**config.mk**
```make
export PLATFORM = sky130hd
export DESIGN_NAME = mfs_field_ui
export DESIGN_NICKNAME = d
export VERILOG_FILES = /design/src/mfs_pkg.sv /design/src/mfs_rate_timer.sv /design/src/mfs_recip.sv /design/src/mfs_field_ui.sv
export VERILOG_INCLUDE_DIRS = /design/src
export SDC_FILE = /design/constraint.sdc
export NUM_CORES = 1
export LEC_CHECK = 0
export ABC_AREA = 1
export BUFFER_PORTS_ARGS = -buffer_cell sky130_fd_sc_hd__buf_4
export CAP_MARGIN = 20
export CORE_MARGIN = 2
export CORE_UTILIZATION = 25
export DETAILED_ROUTE_END_ITERATION = 10
export PLACE_DENSITY = 0.42
export SYNTH_ARGS = -nofsm -noshare
export SYNTH_HDL_FRONTEND = slang
export SYNTH_HIERARCHICAL = 1
export SYNTH_SLANG_ARGS = --single-unit
export TNS_END_PERCENT = 20
```
**constraint.sdc**
```tcl
create_clock -name mclk -period 4.47 [get_ports mclk]
set_clock_uncertainty 0.2 [all_clocks]
set_input_delay 0.2235 -clock mclk [delete_from_list [all_inputs] [get_ports mclk]]
set_output_delay 0.2235 -clock mclk [all_outputs]
set_load 0.01 [all_outputs]
```
**src/mfs_regs.svh**
```systemverilog
`ifndef MFS_REGS_SVH
`define MFS_REGS_SVH

// Register offsets
`define MFS_ADDR_EVENT    8'h11
`define MFS_ADDR_FLAGS    8'h16
`define MFS_ADDR_AMP_LO   8'h17
`define MFS_ADDR_AMP_HI   8'h18
`define MFS_ADDR_CHG      8'h90
`define MFS_ADDR_TUNE     8'h91
`define MFS_ADDR_SW_CFG   8'ha0
`define MFS_ADDR_SW_PROX  8'ha1
`define MFS_ADDR_SW_TOUCH 8'ha2

// Field positions
`define MFS_EV_FIELD      2
`define MFS_FL_POLARITY   0
`define MFS_FL_PROX       1
`define MFS_FL_TOUCH      2
`define MFS_CFG_SWITCH    0
`define MFS_CFG_LINEAR    1

// Reset values
`define MFS_RST_CHG       8'h00
`define MFS_RST_TUNE      8'h00
`define MFS_RST_SW_CFG    8'h00
`define MFS_RST_PROX      8'h10
`define MFS_RST_TOUCH     8'h40

// Timing: clock period and base conversion interval
`define MFS_CLK_NS        10
`define MFS_RATE_BASE_NS  10000
`define MFS_RATE_BASE_CYC (`MFS_RATE_BASE_NS / `MFS_CLK_NS)

// Numerator of the inverse linearizer
`define MFS_INV_NUM       24'hff_ffff

`endif

```
**src/mfs_pkg.sv**
```systemverilog
`default_nettype none
package mfs_pkg;
  // Conversion sequencer states, one-hot
  typedef enum logic [2:0] {
    mfs_st_idle   = 3'b001,
    mfs_st_divide = 3'b010,
    mfs_st_commit = 3'b100
  } mfs_state_type;
endpackage
`default_nettype wire

```
**src/mfs_rate_timer.sv**
```systemverilog
`default_nettype none
`include "mfs_regs.svh"
module mfs_rate_timer #(
  parameter int unsigned BASE_CYC = `MFS_RATE_BASE_CYC
) (
  input  wire logic       mclk,
  input  wire logic       rst,
  input  wire logic [3:0] divider,
  output logic            tick
);
  logic [31:0] count;   // Cycles since last tick
  logic [31:0] limit;   // Interval, doubled per divider step

  // Larger divider gives a slower conversion rate
  assign limit = BASE_CYC << divider;

  // Interval counter; a divider change takes effect at once
  always_ff @(posedge mclk) begin
    if (rst) begin
      count <= 32'h0000_0000;
      tick  <= 1'b0;
    end else if (count + 32'h0000_0001 >= limit) begin
      count <= 32'h0000_0000;
      tick  <= 1'b1;
    end else begin
      count <= count + 32'h0000_0001;
      tick  <= 1'b0;
    end
  end
endmodule
`default_nettype wire

```
**src/mfs_recip.sv**
```systemverilog
`default_nettype none
`include "mfs_regs.svh"
module mfs_recip (
  input  wire logic        mclk,
  input  wire logic        rst,
  input  wire logic        start,
  input  wire logic [15:0] divisor,
  output logic             busy,
  output logic             done,
  output logic [15:0]      quotient
);
  logic [16:0] rem;      // Partial remainder
  logic [23:0] num;      // Dividend bits still to shift in
  logic [23:0] q;        // Quotient so far
  logic [4:0]  cnt;      // Steps left
  logic [16:0] trial;    // Remainder with next bit
  logic        fits;     // Divisor fits in trial
  logic [23:0] next_q;

  assign trial  = {rem[15:0], num[23]};
  assign fits   = trial >= {1'b0, divisor};
  assign next_q = {q[22:0], fits};

  // Restoring division, one bit per cycle; divisor must hold still while busy
  always_ff @(posedge mclk) begin
    if (rst) begin
      rem <= 17'h0_0000;
      num <= 24'h00_0000;
      q   <= 24'h00_0000;
      cnt <= 5'h00;
    end else if (start && !busy) begin
      rem <= 17'h0_0000;
      num <= `MFS_INV_NUM;
      q   <= 24'h00_0000;
      cnt <= 5'h18;
    end else if (busy) begin
      rem <= fits ? trial - {1'b0, divisor} : trial;
      num <= {num[22:0], 1'b0};
      q   <= next_q;
      cnt <= cnt - 5'h01;
    end
  end

  // Handshake and saturated result; zero divisor saturates too
  always_ff @(posedge mclk) begin
    if (rst) begin
      busy     <= 1'b0;
      done     <= 1'b0;
      quotient <= 16'h0000;
    end else begin
      done <= busy && cnt == 5'h01;
      if (start && !busy) begin
        busy <= 1'b1;
      end else if (busy && cnt == 5'h01) begin
        busy     <= 1'b0;
        quotient <= (|next_q[23:16]) ? 16'hffff : next_q[15:0];
      end
    end
  end
endmodule
`default_nettype wire

```
**src/mfs_field_ui.sv**
```systemverilog
`default_nettype none
`include "mfs_regs.svh"
// Operation
// - Channel four positive, channel five negative
// - Differential value feeds every field interface
// - General and switch field interfaces offered
// - Proximity and touch thresholds, separate outputs
// - Optional inverse linearization of output
// - Flags hold proximity, touch, polarity
// - Summary bit two toggles per detection
// - One summary bit for field output
// - Sixteen-bit amplitude, low then high
// - Charge divider field alone sets rate
// - Switch settings and thresholds host writable
module mfs_field_ui
  import mfs_pkg::*;
#(
  parameter int unsigned RATE_BASE_CYC = `MFS_RATE_BASE_CYC
) (
  input  wire logic        mclk,
  input  wire logic        rst,
  input  wire logic [7:0]  reg_addr,
  input  wire logic        reg_wr,
  input  wire logic [7:0]  reg_wdata,
  input  wire logic        reg_rd,
  output logic [7:0]       reg_rdata,
  input  wire logic [7:0]  other_events,
  input  wire logic        conv_done,
  input  wire logic [15:0] positive_field_channel,
  input  wire logic [15:0] negative_field_channel,
  output logic             conv_start,
  output logic [7:0]       charge_tuning,
  output logic [7:0]       tuning_base_target,
  output logic             field_proximity_output,
  output logic             field_touch_output,
  output logic             field_polarity
);
  mfs_state_type state;               // Conversion sequencer
  logic [7:0]    switch_cfg;          // Switch interface settings
  logic [7:0]    prox_thr;            // Switch proximity threshold
  logic [7:0]    touch_thr;           // Switch touch threshold
  logic [15:0]   mag;                 // Magnitude of captured difference
  logic          mag_neg;             // Captured sign, set for south
  logic [15:0]   amplitude;           // Reported amplitude
  logic [7:0]    flags;               // Reported flag byte
  logic          field_event;         // Toggling summary bit
  logic [16:0]   next_diff;           // Positive minus negative
  logic [15:0]   next_amp;            // Amplitude to commit
  logic          next_prox;
  logic          next_touch;
  logic          next_detect;         // Interface made a detection
  logic          switch_mode;
  logic          linear_mode;
  logic          recip_start;
  logic          recip_done;
  logic [15:0]   recip_q;

  assign switch_mode = switch_cfg[`MFS_CFG_SWITCH];
  assign linear_mode = switch_cfg[`MFS_CFG_LINEAR];

  // Rate timer paced by the charge divider field
  mfs_rate_timer #(
    .BASE_CYC (RATE_BASE_CYC)
  ) u_rate (
    .mclk    (mclk),
    .rst     (rst),
    .divider (charge_tuning[3:0]),
    .tick    (conv_start)
  );

  // Inverse calculator for the linearized output
  mfs_recip u_recip (
    .mclk     (mclk),
    .rst      (rst),
    .start    (recip_start),
    .divisor  (mag),
    .busy     (),
    .done     (recip_done),
    .quotient (recip_q)
  );

  // Host writes to configuration; read-only offsets ignore writes
  always_ff @(posedge mclk) begin
    if (rst) begin
      charge_tuning      <= `MFS_RST_CHG;
      tuning_base_target <= `MFS_RST_TUNE;
      switch_cfg         <= `MFS_RST_SW_CFG;
      prox_thr           <= `MFS_RST_PROX;
      touch_thr          <= `MFS_RST_TOUCH;
    end else if (reg_wr) begin
      unique case (reg_addr)
        `MFS_ADDR_CHG:      charge_tuning      <= reg_wdata;
        `MFS_ADDR_TUNE:     tuning_base_target <= reg_wdata;
        `MFS_ADDR_SW_CFG:   switch_cfg         <= reg_wdata;
        `MFS_ADDR_SW_PROX:  prox_thr           <= reg_wdata;
        `MFS_ADDR_SW_TOUCH: touch_thr          <= reg_wdata;
        default: begin
          // Read-only or unmapped: nothing stored
        end
      endcase
    end
  end

  // Registered read data; unmapped offsets read zero
  always_ff @(posedge mclk) begin
    if (rst) begin
      reg_rdata <= 8'h00;
    end else if (reg_rd) begin
      unique case (reg_addr)
        // One summary bit belongs to the field logic
        `MFS_ADDR_EVENT:    reg_rdata <= {other_events[7:3], field_event, other_events[1:0]};
        `MFS_ADDR_FLAGS:    reg_rdata <= flags;
        `MFS_ADDR_AMP_LO:   reg_rdata <= amplitude[7:0];
        `MFS_ADDR_AMP_HI:   reg_rdata <= amplitude[15:8];
        `MFS_ADDR_CHG:      reg_rdata <= charge_tuning;
        `MFS_ADDR_TUNE:     reg_rdata <= tuning_base_target;
        `MFS_ADDR_SW_CFG:   reg_rdata <= switch_cfg;
        `MFS_ADDR_SW_PROX:  reg_rdata <= prox_thr;
        `MFS_ADDR_SW_TOUCH: reg_rdata <= touch_thr;
        default:            reg_rdata <= 8'h00;
      endcase
    end
  end

  // Differential value: both inputs widened so the sign survives
  assign next_diff = {1'b0, positive_field_channel} - {1'b0, negative_field_channel};

  // Sequencer: capture, optional inverse, then one commit cycle
  always_ff @(posedge mclk) begin
    if (rst) begin
      state       <= mfs_st_idle;
      mag         <= 16'h0000;
      mag_neg     <= 1'b0;
      recip_start <= 1'b0;
    end else begin
      recip_start <= 1'b0;
      unique case (state)
        mfs_st_idle: begin
          if (conv_done) begin
            mag_neg <= next_diff[16];
            // Magnitude never exceeds 16 bits
            mag     <= next_diff[16] ? 16'(-next_diff) : next_diff[15:0];
            if (linear_mode) begin
              recip_start <= 1'b1;
              state       <= mfs_st_divide;
            end else begin
              state <= mfs_st_commit;
            end
          end
        end
        mfs_st_divide: begin
          // Conversions arriving meanwhile are dropped, not queued
          if (recip_done) begin
            state <= mfs_st_commit;
          end
        end
        mfs_st_commit: begin
          state <= mfs_st_idle;
        end
      endcase
    end
  end

  // Amplitude source and threshold comparison
  always_comb begin
    next_amp    = linear_mode ? recip_q : mag;
    next_prox   = 1'b0;
    next_touch  = 1'b0;
    next_detect = 1'b0;
    if (switch_mode) begin
      // Switch interface: two levels on the amplitude's upper byte
      next_prox   = next_amp[15:8] >= prox_thr;
      next_touch  = next_amp[15:8] >= touch_thr;
      next_detect = next_prox != flags[`MFS_FL_PROX] || next_touch != flags[`MFS_FL_TOUCH];
    end else begin
      // General interface: a polarity reversal counts as detection
      next_detect = mag != 16'h0000 && mag_neg != flags[`MFS_FL_POLARITY];
    end
  end

  // All results land in the same cycle so a read is consistent
  always_ff @(posedge mclk) begin
    if (rst) begin
      amplitude              <= 16'h0000;
      flags                  <= 8'h00;
      field_event            <= 1'b0;
      field_proximity_output <= 1'b0;
      field_touch_output     <= 1'b0;
      field_polarity         <= 1'b0;
    end else if (state == mfs_st_commit) begin
      amplitude                <= next_amp;
      flags                    <= 8'h00;
      flags[`MFS_FL_POLARITY]  <= mag_neg;
      flags[`MFS_FL_PROX]      <= next_prox;
      flags[`MFS_FL_TOUCH]     <= next_touch;
      field_proximity_output   <= next_prox;
      field_touch_output       <= next_touch;
      field_polarity           <= mag_neg;
      field_event              <= field_event ^ next_detect;
    end
  end
endmodule
`default_nettype wire

```
==> run_results.csv, run 1 <==
group,metric,value,unit
outcome,outcome,"completed",
clock_network,htreeDepth,1,
layout,fin_area,15170,um^2
drt,dr_total_vias,11770,
synth,synthCells,1854,
synth,synth_warnings,6,
drt,wl,36950,um
place,gp_congestion,0.8458,
timing,period_minus_slack,3733,ps
timing,relSlewSlack,37.19,%
drt,drcViolationCount,0,
synth,synth.most_common_cell,"nand2_1",
synth,synth.cell_area,12770,um^2
power_and_ir_drop,p_sw,1.375,mW
worst_setup_path,max_stage_delay,370,ps
drt,first_pass_iters,5,
drt,routed_via_density,4.469,
synth,synth-main-ff-cell,"dfxtp_1",
layout,drive_gt1_share,12.95,%
run,maxCapViolCount,0,
global_route,grt_use_total,13.78,%
worst_setup_path,cp_max_fo,16,
power_and_ir_drop,p_comb_share,15.7,%
synth,yosysTopAreaCellShare,32.60,%
drt,first_iter_violations,641,
die,num_rows,82,
power_and_ir_drop,clockPowerShare,45.3,%
worst_setup_path,path_common_cell,"nand2_1",
die,fp.dieW,230.0,um
clock_network,cts_resized,0,
worst_setup_path,cp_slowest_cell,"dfxtp_1",
timing,worst_pin_slew,938.7,ps
timing,finalSetupViolCount,0,
worst_setup_path,end_kind,"register",
power_and_ir_drop,peakVddDrop,0.2368,mV
global_route,grt_antenna_before_repair,0,
synth,ys_seq_elements,208,
drt,met2_length,16500,um
clock_network,clock-sinks,208,
die,core_area,50270,um^2
layout,antennaDiodeCount,0,
clock_network,clk_pin_slew_worst_paths,50,ps
synth,avgSynthCellArea,6.889,um^2
die,die_area,52910,um^2
place,place_hpwl,27840,um
die,initial_core_util,25.41,%
layout,fill_cells,5548,
synth,synth-edff-count,0,
worst_setup_path,cp.required,4740,ps
timing,fmax,0.2679,GHz
worst_setup_path,criticalPathCategory,"reg -> reg",
global_route,grt_overflow,0,
timing,fin_setup_tns,0,ps
worst_setup_path,crit_chain,"nand2_1, nor2_2, inv_1, nor2_4, inv_1, nor4_1, xor2_1, inv_1, ha_1, a21o_1, nor2_1, nand2_1, nand2_1, nand2_1, nor2_2, nand2_2, nor2_4, nand3_4, buf_12, nor2_1",
power_and_ir_drop,pwr-share-seq,39.0,%
synth,ys_top_cells_by_area,"dfxtp_1 33%, nand2_1 13%, inv_1 8.3%",
synth,ys_seq_area_share,32.60,%
power_and_ir_drop,power,4.930,mW
drt,wl_met3,1285,um
global_route,grt_pass1_vias,11420,
clock_network,cts_tree,"built",
clock_network,insertion_delay,560,ps
synth,yosys.area.top_type,"dfxtp_1",
worst_setup_path,cp-start-kind,"register",
clock_network,cts-root-buf,"clkbuf_16",
die,io_pins,89,
global_route,grt_first_pass_wirelength,59700,um
drt,ant_nets,0,
drt,met1Wirelength,18650,um
clock_network,cts_inserted_buffers,26,
timing,post-route-period-util,83.52,%
place,place.port_buffers,87,
synth,synthArstFlopShare,0,%
place,placed_area,14050,um^2
worst_setup_path,cp.arrival,4000,ps
synth,ys_types,57,
drt,top_layer,"met4",
die,fp.dieH,230.0,um
power_and_ir_drop,switching_share,27.90,%
timing,rsz0062_at_grt,"false",
power_and_ir_drop,powerDensity,324.9,nW/um^2
layout,area_delta_synth_final,18.79,%
synth,ys_top_cells_by_count,"451 x nand2_1, 281 x inv_1, 208 x dfxtp_1",
timing,finalHoldViolations,0,
global_route,grt_max_degree,77,
power_and_ir_drop,leakage,6.483,nW
clock_network,cts_buffer_depth,3,
timing,slew_viol_final,0,
drt,wl_per_cell,14.03,um
min_path,hold_path.class,"in -> reg",
power_and_ir_drop,intPower,3.554,mW
layout,nets,2083,
## per-stage QoR
| step | setup WS (ps) | hold WS, ps | std cells | util [%] |
|---|---|---|---|---|
| 5_1_grt | 353.7 | 33.74 | 2634 | 30.18 |
| 3_5_place_dp | 712.5 | 247.1 | 2566 | 27.94 |
| 6_report | 736.8 | 35.91 | 2634 | 30.18 |
| 4_1_cts | 690.9 | 7.817 | 2634 | 30.18 |
| 3_3_place_gp | 722.5 | 243.8 | 2566 | 27.94 |
| 2_1_floorplan | 1414 | 92.57 | 1860 | - |
## worst max-delay path: cells and delay by family (launching register included)
family / cells / cell delay [ps]
and+or+nand+nor: 13 / 1720
buffers and inverters: 4 / 550
AOI/OAI and AO/OA: 1 / 180
xor gates and xnor gates: 1 / 330
adders and majority gates: 1 / 320
DFF: 1 / 370
## registers in the layout, summed over array words and instances (netlist names), 16 cells and up
| register | flops |
|---|---|
| amplitude | 16 |
| u_recip/rem | 16 |
| u_recip/q | 23 |
| mag | 16 |
| u_rate/count | 32 |
| u_recip/num | 24 |
| u_recip/quotient | 16 |
## path summary, 6_finish.rpt
kind	start	to	slack, ps	cells past startpoint
min	negative_field_channel[1]	mag[1]	40	5
max	u_rate/count[7]	u_rate/count[3]	740	20
max reg2reg	u_rate/count[7]	u_rate/count[3]	740	20
min reg2reg	u_recip/num[1]	u_recip/num[1]	260	2
## cell usage in the layout, fill, tap and decap left out, types with 26 or more instances in the layout
cell type / n
nand2_1: 451
inv_1: 280
dfxtp_1: 207
a21oi_1: 145
nor2_1: 139
o21ai_0: 96
buf_4: 94
nand3_1: 84
ha_1: 75
nor2_4: 30
clkbuf_16: 26
## routing by layer
layer | global-route usage (%) | up-vias
met4 | 3.226 | 0
met3 | 1.910 | 23
li1 | - | 6184
met1 | 19.17 | 5405
met5 | 0 | -
met2 | 22.46 | 160
## power by group through the flow
stage / registers [mW] / logic [mW] / clock network (mW)
2_1_floorplan: 1.95 / 0.568 / 0
3_3_place_gp: 1.96 / 0.756 / 0
3_5_place_dp: 1.97 / 0.759 / 0
4_1_cts: 1.92 / 0.777 / 2.32
5_1_grt: 1.93 / 0.880 / 2.38
6_report: 1.92 / 0.772 / 2.23
## cell families after synthesis
| group | after synthesis | synth area share [%] |
|---|---|---|
| buf+inv | 355 | 11.16 |
| simple gates | 836 | 30.27 |
| fa+ha+maj | 77 | 7.661 |
| xor+xnor | 36 | 2.527 |
| compound gates | 341 | 15.75 |
| other cells | 1 | 0.02936 |
| flops | 208 | 32.60 |
## layout make-up
type	instances	area (um^2)	share of cell area, %
clock buffers	35	704.4	4.643
flip-flops and latches	208	4165	27.45
repair buffers	118	955.9	6.300
multi-input cells	1297	7211	47.53
clock inverters	10	188.9	1.245
inverters	294	1106	7.290
well taps	672	840.8	5.542
## repair_timing
item / in CTS / in global routing
setup buffers: 0 / 0
endpoints found under the hold margin: 52 / 0
hold buffers: 23 / 0
Power figures use the tool's default switching activity.
==> inputs of run 2 (changes only) <==
- clock period: 4.47 -> 3.9 ns (I/O delays scaled with it)
==> run 2 against run 1 <==
Sequential power rose by 15%. Utilization rose by 0.28 points. Global-route usage grew 0.33 points. Critical path depth up 2. Cell count increased by 0.49%. Clock power is 19% higher. Final area increased by 0.94%. Register-to-register slack got worse by 330 ps. Largest power group unchanged. Die area did not move. Combinational power rose by 16%. Via count increased by 0.57%.
==> run_results.csv, run 2 (synthesis gave the netlist of run 1 again) <==
group,metric,value,unit
global_route,grt_overflow,0,
clock_network,post_cts_buffers,0,
global_route,grt_first_pass_wirelength,60720,um
global_route,grt_use_total,14.12,%
layout,antennaDiodeCount,0,
worst_setup_path,criticalPathCategory,"reg -> reg",
layout,mostFrequentLayoutCell,"nand2_1",
worst_setup_path,crit_end,"u_rate/count[0]",
layout,post-route-util,30.46,%
die,core_area,50270,um^2
global_route,grt_antenna_before_repair,0,
layout,top_regs,"u_rate/count (32), u_recip/num (24), u_recip/q (23)",
worst_setup_path,critical_path.top_delay_family,"simple AND/OR/NAND/NOR gates",
layout,top_register,"u_rate/count",
clock_network,clk_pin_slew_worst_paths,60,ps
power_and_ir_drop,leakage,6.568,nW
layout,largest_register_ffs,32,
timing,finalSetupViolCount,0,
power_and_ir_drop,power,5.766,mW
worst_setup_path,reg2reg_from,"u_rate/count[0]",
clock_network,insertion_delay,570,ps
drt,first_pass_iters,5,
worst_setup_path,path_common_cell,"nand2_1",
worst_setup_path,end_kind,"register",
drt,ant_nets,0,
layout,area_delta_synth_final,19.91,%
drt,first_iter_violations,693,
drt,wl,37380,um
timing,rsz0062_at_grt,"false",
worst_setup_path,cp_slowest_cell,"dfxtp_1",
worst_setup_path,max_stage_delay,370,ps
min_path,hold_path.class,"in -> reg",
place,gp_congestion,0.8769,
global_route,grt_max_degree,61,
outcome,outcome,"completed",
worst_setup_path,crit_chain,"ha_1, inv_2, nor2_2, nand2_1, inv_1, nand2_1, nor2_1, nand3_1, xor2_1, ha_1, nand2_1, a21oi_1, nor2_1, nand2_1, nand2_1, nand2_1, nor2_2, nand2_2, nor2_4, nand3_4, buf_4, nor2_1",
worst_setup_path,worstRegToRegCells,22,
worst_setup_path,cp.required,4200,ps
die,num_rows,82,
drt,drcViolationCount,0,
clock_network,htreeDepth,1,
run,maxCapViolCount,0,
worst_setup_path,cp_max_fo,16,
clock_network,cts-root-buf,"clkbuf_16",
worst_setup_path,regToRegEndpoint,"u_rate/count[0]",
clock_network,clock-sinks,208,
timing,slew_viol_final,0,
die,io_pins,89,
timing,fin_setup_tns,0,ps
timing,post-route-period-util,89.50,%
place,place_hpwl,28070,um
timing,relSlewSlack,35.74,%
power_and_ir_drop,powerDensity,376.5,nW/um^2
layout,drive_gt1_share,13.37,%
worst_setup_path,worst-path-stages,22,
die,die_area,52910,um^2
die,fp.dieW,230.0,um
clock_network,cts_tree,"built",
timing,finalHoldViolations,0,
worst_setup_path,cp.arrival,3790,ps
clock_network,cts_inserted_buffers,27,
worst_setup_path,cp-start-kind,"register",
timing,worst_pin_slew,963.8,ps
drt,routed_via_density,4.473,
drt,wl_per_cell,14.12,um
worst_setup_path,cp.buffers_inverters,3,
clock_network,cts_buffer_depth,3,
drt,dr_total_vias,11840,
layout,nets,2094,
clock_network,cts_resized,0,
worst_setup_path,ff2ff_setup_slack,410,ps
timing,fmax,0.2865,GHz
die,initial_core_util,25.41,%
die,fp.dieH,230.0,um
worst_setup_path,cp-startpoint,"u_rate/count[0]",
power_and_ir_drop,peakVddDrop,0.3197,mV
timing,period_minus_slack,3491,ps
place,place.port_buffers,87,
global_route,grt_pass1_vias,11560,
layout,layout_common_cells,"451 x nand2_1, 280 x inv_1, 207 x dfxtp_1, 145 x a21oi_1, 139 x nor2_1",
-- run 2: cell types whose count changed in the layout (fill, tap and decap cells not counted), sizes merged --
cell         delta
buf             +3
clkinv          +1
dlygate4sd3     +7
bufinv          -1
inv             +3
-- run 2: how the worst min path moves through the flow --
stage	startpoint	endpoint	slack, ps	cells after the start
6_report	positive_field_channel[15]	mag_neg	30	5
5_1_grt	positive_field_channel[15]	mag[15]	80	7
4_1_cts	positive_field_channel[15]	mag_neg	2	5
2_1_floorplan	rst	u_rate/tick	60	1
3_3_place_gp	switch_cfg[4]	switch_cfg[4]	250	2
3_5_place_dp	amplitude[11]	amplitude[11]	250	2
-- run 2: final cells by class --
cell class                      instances  area, um^2
Clock inverter                         13       192.7
Inverter                              294        1106
Tap cell                              672       840.8
Multi-Input combinational cell       1297        7211
Timing Repair Buffer                  128        1044
Clock buffer                           35       755.7
Sequential cell                       208        4165
Fill cell                            5529       34960
-- run 2: repair_timing --
action,CTS,global route
hold buffers,30,0
setup endpoints to repair,0,0
hold endpoints to repair,55,0
-- run 2: worst register-to-register path, stage by stage (launching register included) --
cell	delay (ps)
dfxtp_1	370
ha_1	250
inv_2	80
nor2_2	180
nand2_1	130
inv_1	70
nand2_1	110
nor2_1	250
nand3_1	140
xor2_1	180
ha_1	290
nand2_1	80
a21oi_1	40
nor2_1	90
nand2_1	60
nand2_1	50
nand2_1	80
nor2_2	120
nand2_2	70
nor2_4	130
nand3_4	70
buf_4	250
nor2_1	130
-- run 2: where the power goes --
| part | internal, mW | total (mW) | switching (mW) |
|---|---|---|---|
| sequential | 2.17 | 2.21 | 0.0398 |
| clock | 1.64 | 2.66 | 1.03 |
| combinational | 0.319 | 0.894 | 0.574 |
-- run 2: routing by layer --
layer | wire length, um | track usage [%] | up-vias
li1 | - | - | 6206
met1 | 18450 | 19.37 | 5381
met2 | 16550 | 22.80 | 199
met3 | 1438 | 2.257 | 53
met4 | 944 | 3.952 | 0
met5 | 0 | 0 | -
-- run 2: metrics by stage --
step / instances / cell area [um^2] / hold WS [ps] / setup WS (ps)
floorplan: 1860 / 12790 / 64.07 / 844.4
global placement: 2568 / 14050 / 246.4 / 374.3
detailed placement: 2568 / 14050 / 250.8 / 390.2
CTS: 2646 / 15300 / 2.482 / 380.7
global route: 2647 / 15310 / 81.41 / 71.04
finish: 2647 / 15310 / 26.65 / 409.3
==> inputs of run 3 (changes only) <==
- CTS_BUF_LIST: not set -> sky130_fd_sc_hd__clkbuf_8
==> run 3 against run 2 <==
Power shrank 4.0%. Sequential share of layout area grew 0.082 points. Count of clock-buffer cells in the layout increased by 15. Global-route usage grew 0.19 points. Worst hold slack improved by 39 ps. First-iteration DRC count down 9.2%. Clock power down 8.6%. Final area is 0.30% lower. Fmax down 0.50%. Cell count rose by 0.94%. Critical endpoint is now u_rate/count[4]. Largest cell class unchanged.
==> run_results.csv, run 3 (synthesis gave the netlist of run 1 again) <==
group,metric,value,unit
outcome,outcome,"completed",
worst_setup_path,worstRegToRegCells,20,
power_and_ir_drop,leakage,6.611,nW
layout,mostFrequentLayoutCell,"nand2_1",
die,die_area,52910,um^2
drt,drcViolationCount,0,
die,fp.dieH,230.0,um
layout,top_register,"u_rate/count",
global_route,grt_antenna_before_repair,0,
drt,first_pass_iters,5,
worst_setup_path,cp.arrival,3830,ps
clock_network,cts-root-buf,"clkbuf_8",
min_path,hold_path.class,"in -> reg",
worst_setup_path,criticalPathCategory,"reg -> reg",
place,dp_slack,390.2,ps
drt,first_iter_violations,629,
place,place_hpwl,28070,um
layout,antennaDiodeCount,0,
timing,rsz0062_at_grt,"false",
clock_network,clk_pin_slew_worst_paths,60,ps
global_route,grt_max_degree,61,
drt,dr_total_vias,12010,
drt,wl,37540,um
worst_setup_path,end_kind,"register",
worst_setup_path,cp.required,4220,ps
layout,largest_register_ffs,32,
layout,fill_cells,5544,
die,num_rows,82,
clock_network,cts_resized,0,
layout,top_regs,"u_rate/count (32), u_recip/num (24), u_recip/q (23)",
layout,layout_common_cells,"451 x nand2_1, 293 x inv_1, 207 x dfxtp_1, 145 x a21oi_1, 139 x nor2_1",
min_path,holdPathStages,8,
place,place.port_buffers,87,
drt,ant_nets,0,
drt,routed_via_density,4.494,
layout,post-route-util,30.37,%
layout,multi_input_area,7211,um^2
timing,fin_setup_tns,0,ps
timing,finalSetupViolCount,0,
worst_setup_path,cp_max_fo,16,
clock_network,cts_buffer_depth,3,
timing,finalHoldViolations,0,
die,fp.dieW,230.0,um
drt,wl_per_cell,14.05,um
die,io_pins,89,
timing,fmax,0.2850,GHz
timing,period_minus_slack,3508,ps
clock_network,htreeDepth,2,
global_route,grt_overflow,0,
clock_network,post_cts_buffers,0,
place,gp_congestion,0.8769,
global_route,grt_first_pass_wirelength,61000,um
clock_network,cts_hold_buffers,31,
clock_network,clock-sinks,208,
layout,nets,2109,
layout,seq_area,4165,um^2
timing,timing.hold.ws,65.61,ps
clock_network,insertion_delay,590,ps
power_and_ir_drop,powerDensity,362.4,nW/um^2
worst_setup_path,cp-start-kind,"register",
clock_network,cts_tree,"built",
global_route,grt_pass1_vias,11620,
global_route,grt_use_total,14.30,%
timing,relSlewSlack,35.81,%
timing,post-route-period-util,89.96,%
die,initial_core_util,25.41,%
run,maxCapViolCount,0,
timing,slew_viol_final,0,
timing,worst_slack,391.7,ps
layout,drive_gt1_share,13.90,%
layout,area_delta_synth_final,19.54,%
timing,worst_pin_slew,962.9,ps
die,core_area,50270,um^2
power_and_ir_drop,peakVddDrop,0.1580,mV
clock_network,cts_inserted_buffers,41,
-- run 3: final timing paths --
kind | endpoint | slack (ps) | start
max reg2reg | u_rate/count[4] | 390 | u_rate/count[0]
max | u_rate/count[4] | 390 | u_rate/count[0]
min reg2reg | u_recip/q[2] | 250 | u_recip/q[1]
min | reg_rdata[2] | 70 | reg_addr[1]
-- run 3: metrics by stage --
stage,total power [mW],instances,instance area [um^2]
final,5.533,2672,15270
after global placement,3.127,2568,14050
after global routing,5.848,2672,15270
after CTS,5.642,2671,15250
after detailed placement,3.132,2568,14050
after floorplan,2.887,1860,12790
-- run 3: layout make-up --
class	count	area share, %
Tap cell	672	5.507
Clock buffer	50	4.507
Multi-Input combinational cell	1297	47.23
Timing Repair Buffer	129	6.900
Clock inverter	22	1.336
Sequential cell	208	27.28
Inverter	294	7.244
-- run 3: worst max-delay path, cell delays in order (launching register included) --
cell,delay [ps]
dfxtp_1,370
inv_1,110
nor2_8,170
nand2_4,100
nor2_4,110
inv_1,70
nor4_1,310
xor2_1,330
inv_1,100
ha_1,330
a21o_1,180
nor2_1,110
nand2_1,60
nand2_1,50
nand2_1,70
nor2_2,120
nand2_2,70
nor2_4,130
nand3_4,70
buf_4,240
nor2_1,120
-- run 3: power by group --
part,switching (mW),internal (mW)
Combinational,0.574,0.320
Clock,1.00,1.43
Sequential,0.0401,2.17
Total,1.62,3.92
-- run 3: layer usage --
layer	up-vias	global-route usage [%]	share of wire, %
met5	-	0	0
met4	0	5.383	2.9
met3	72	2.344	4.1
met2	218	22.58	44
met1	5474	19.50	49
li1	6243	-	-
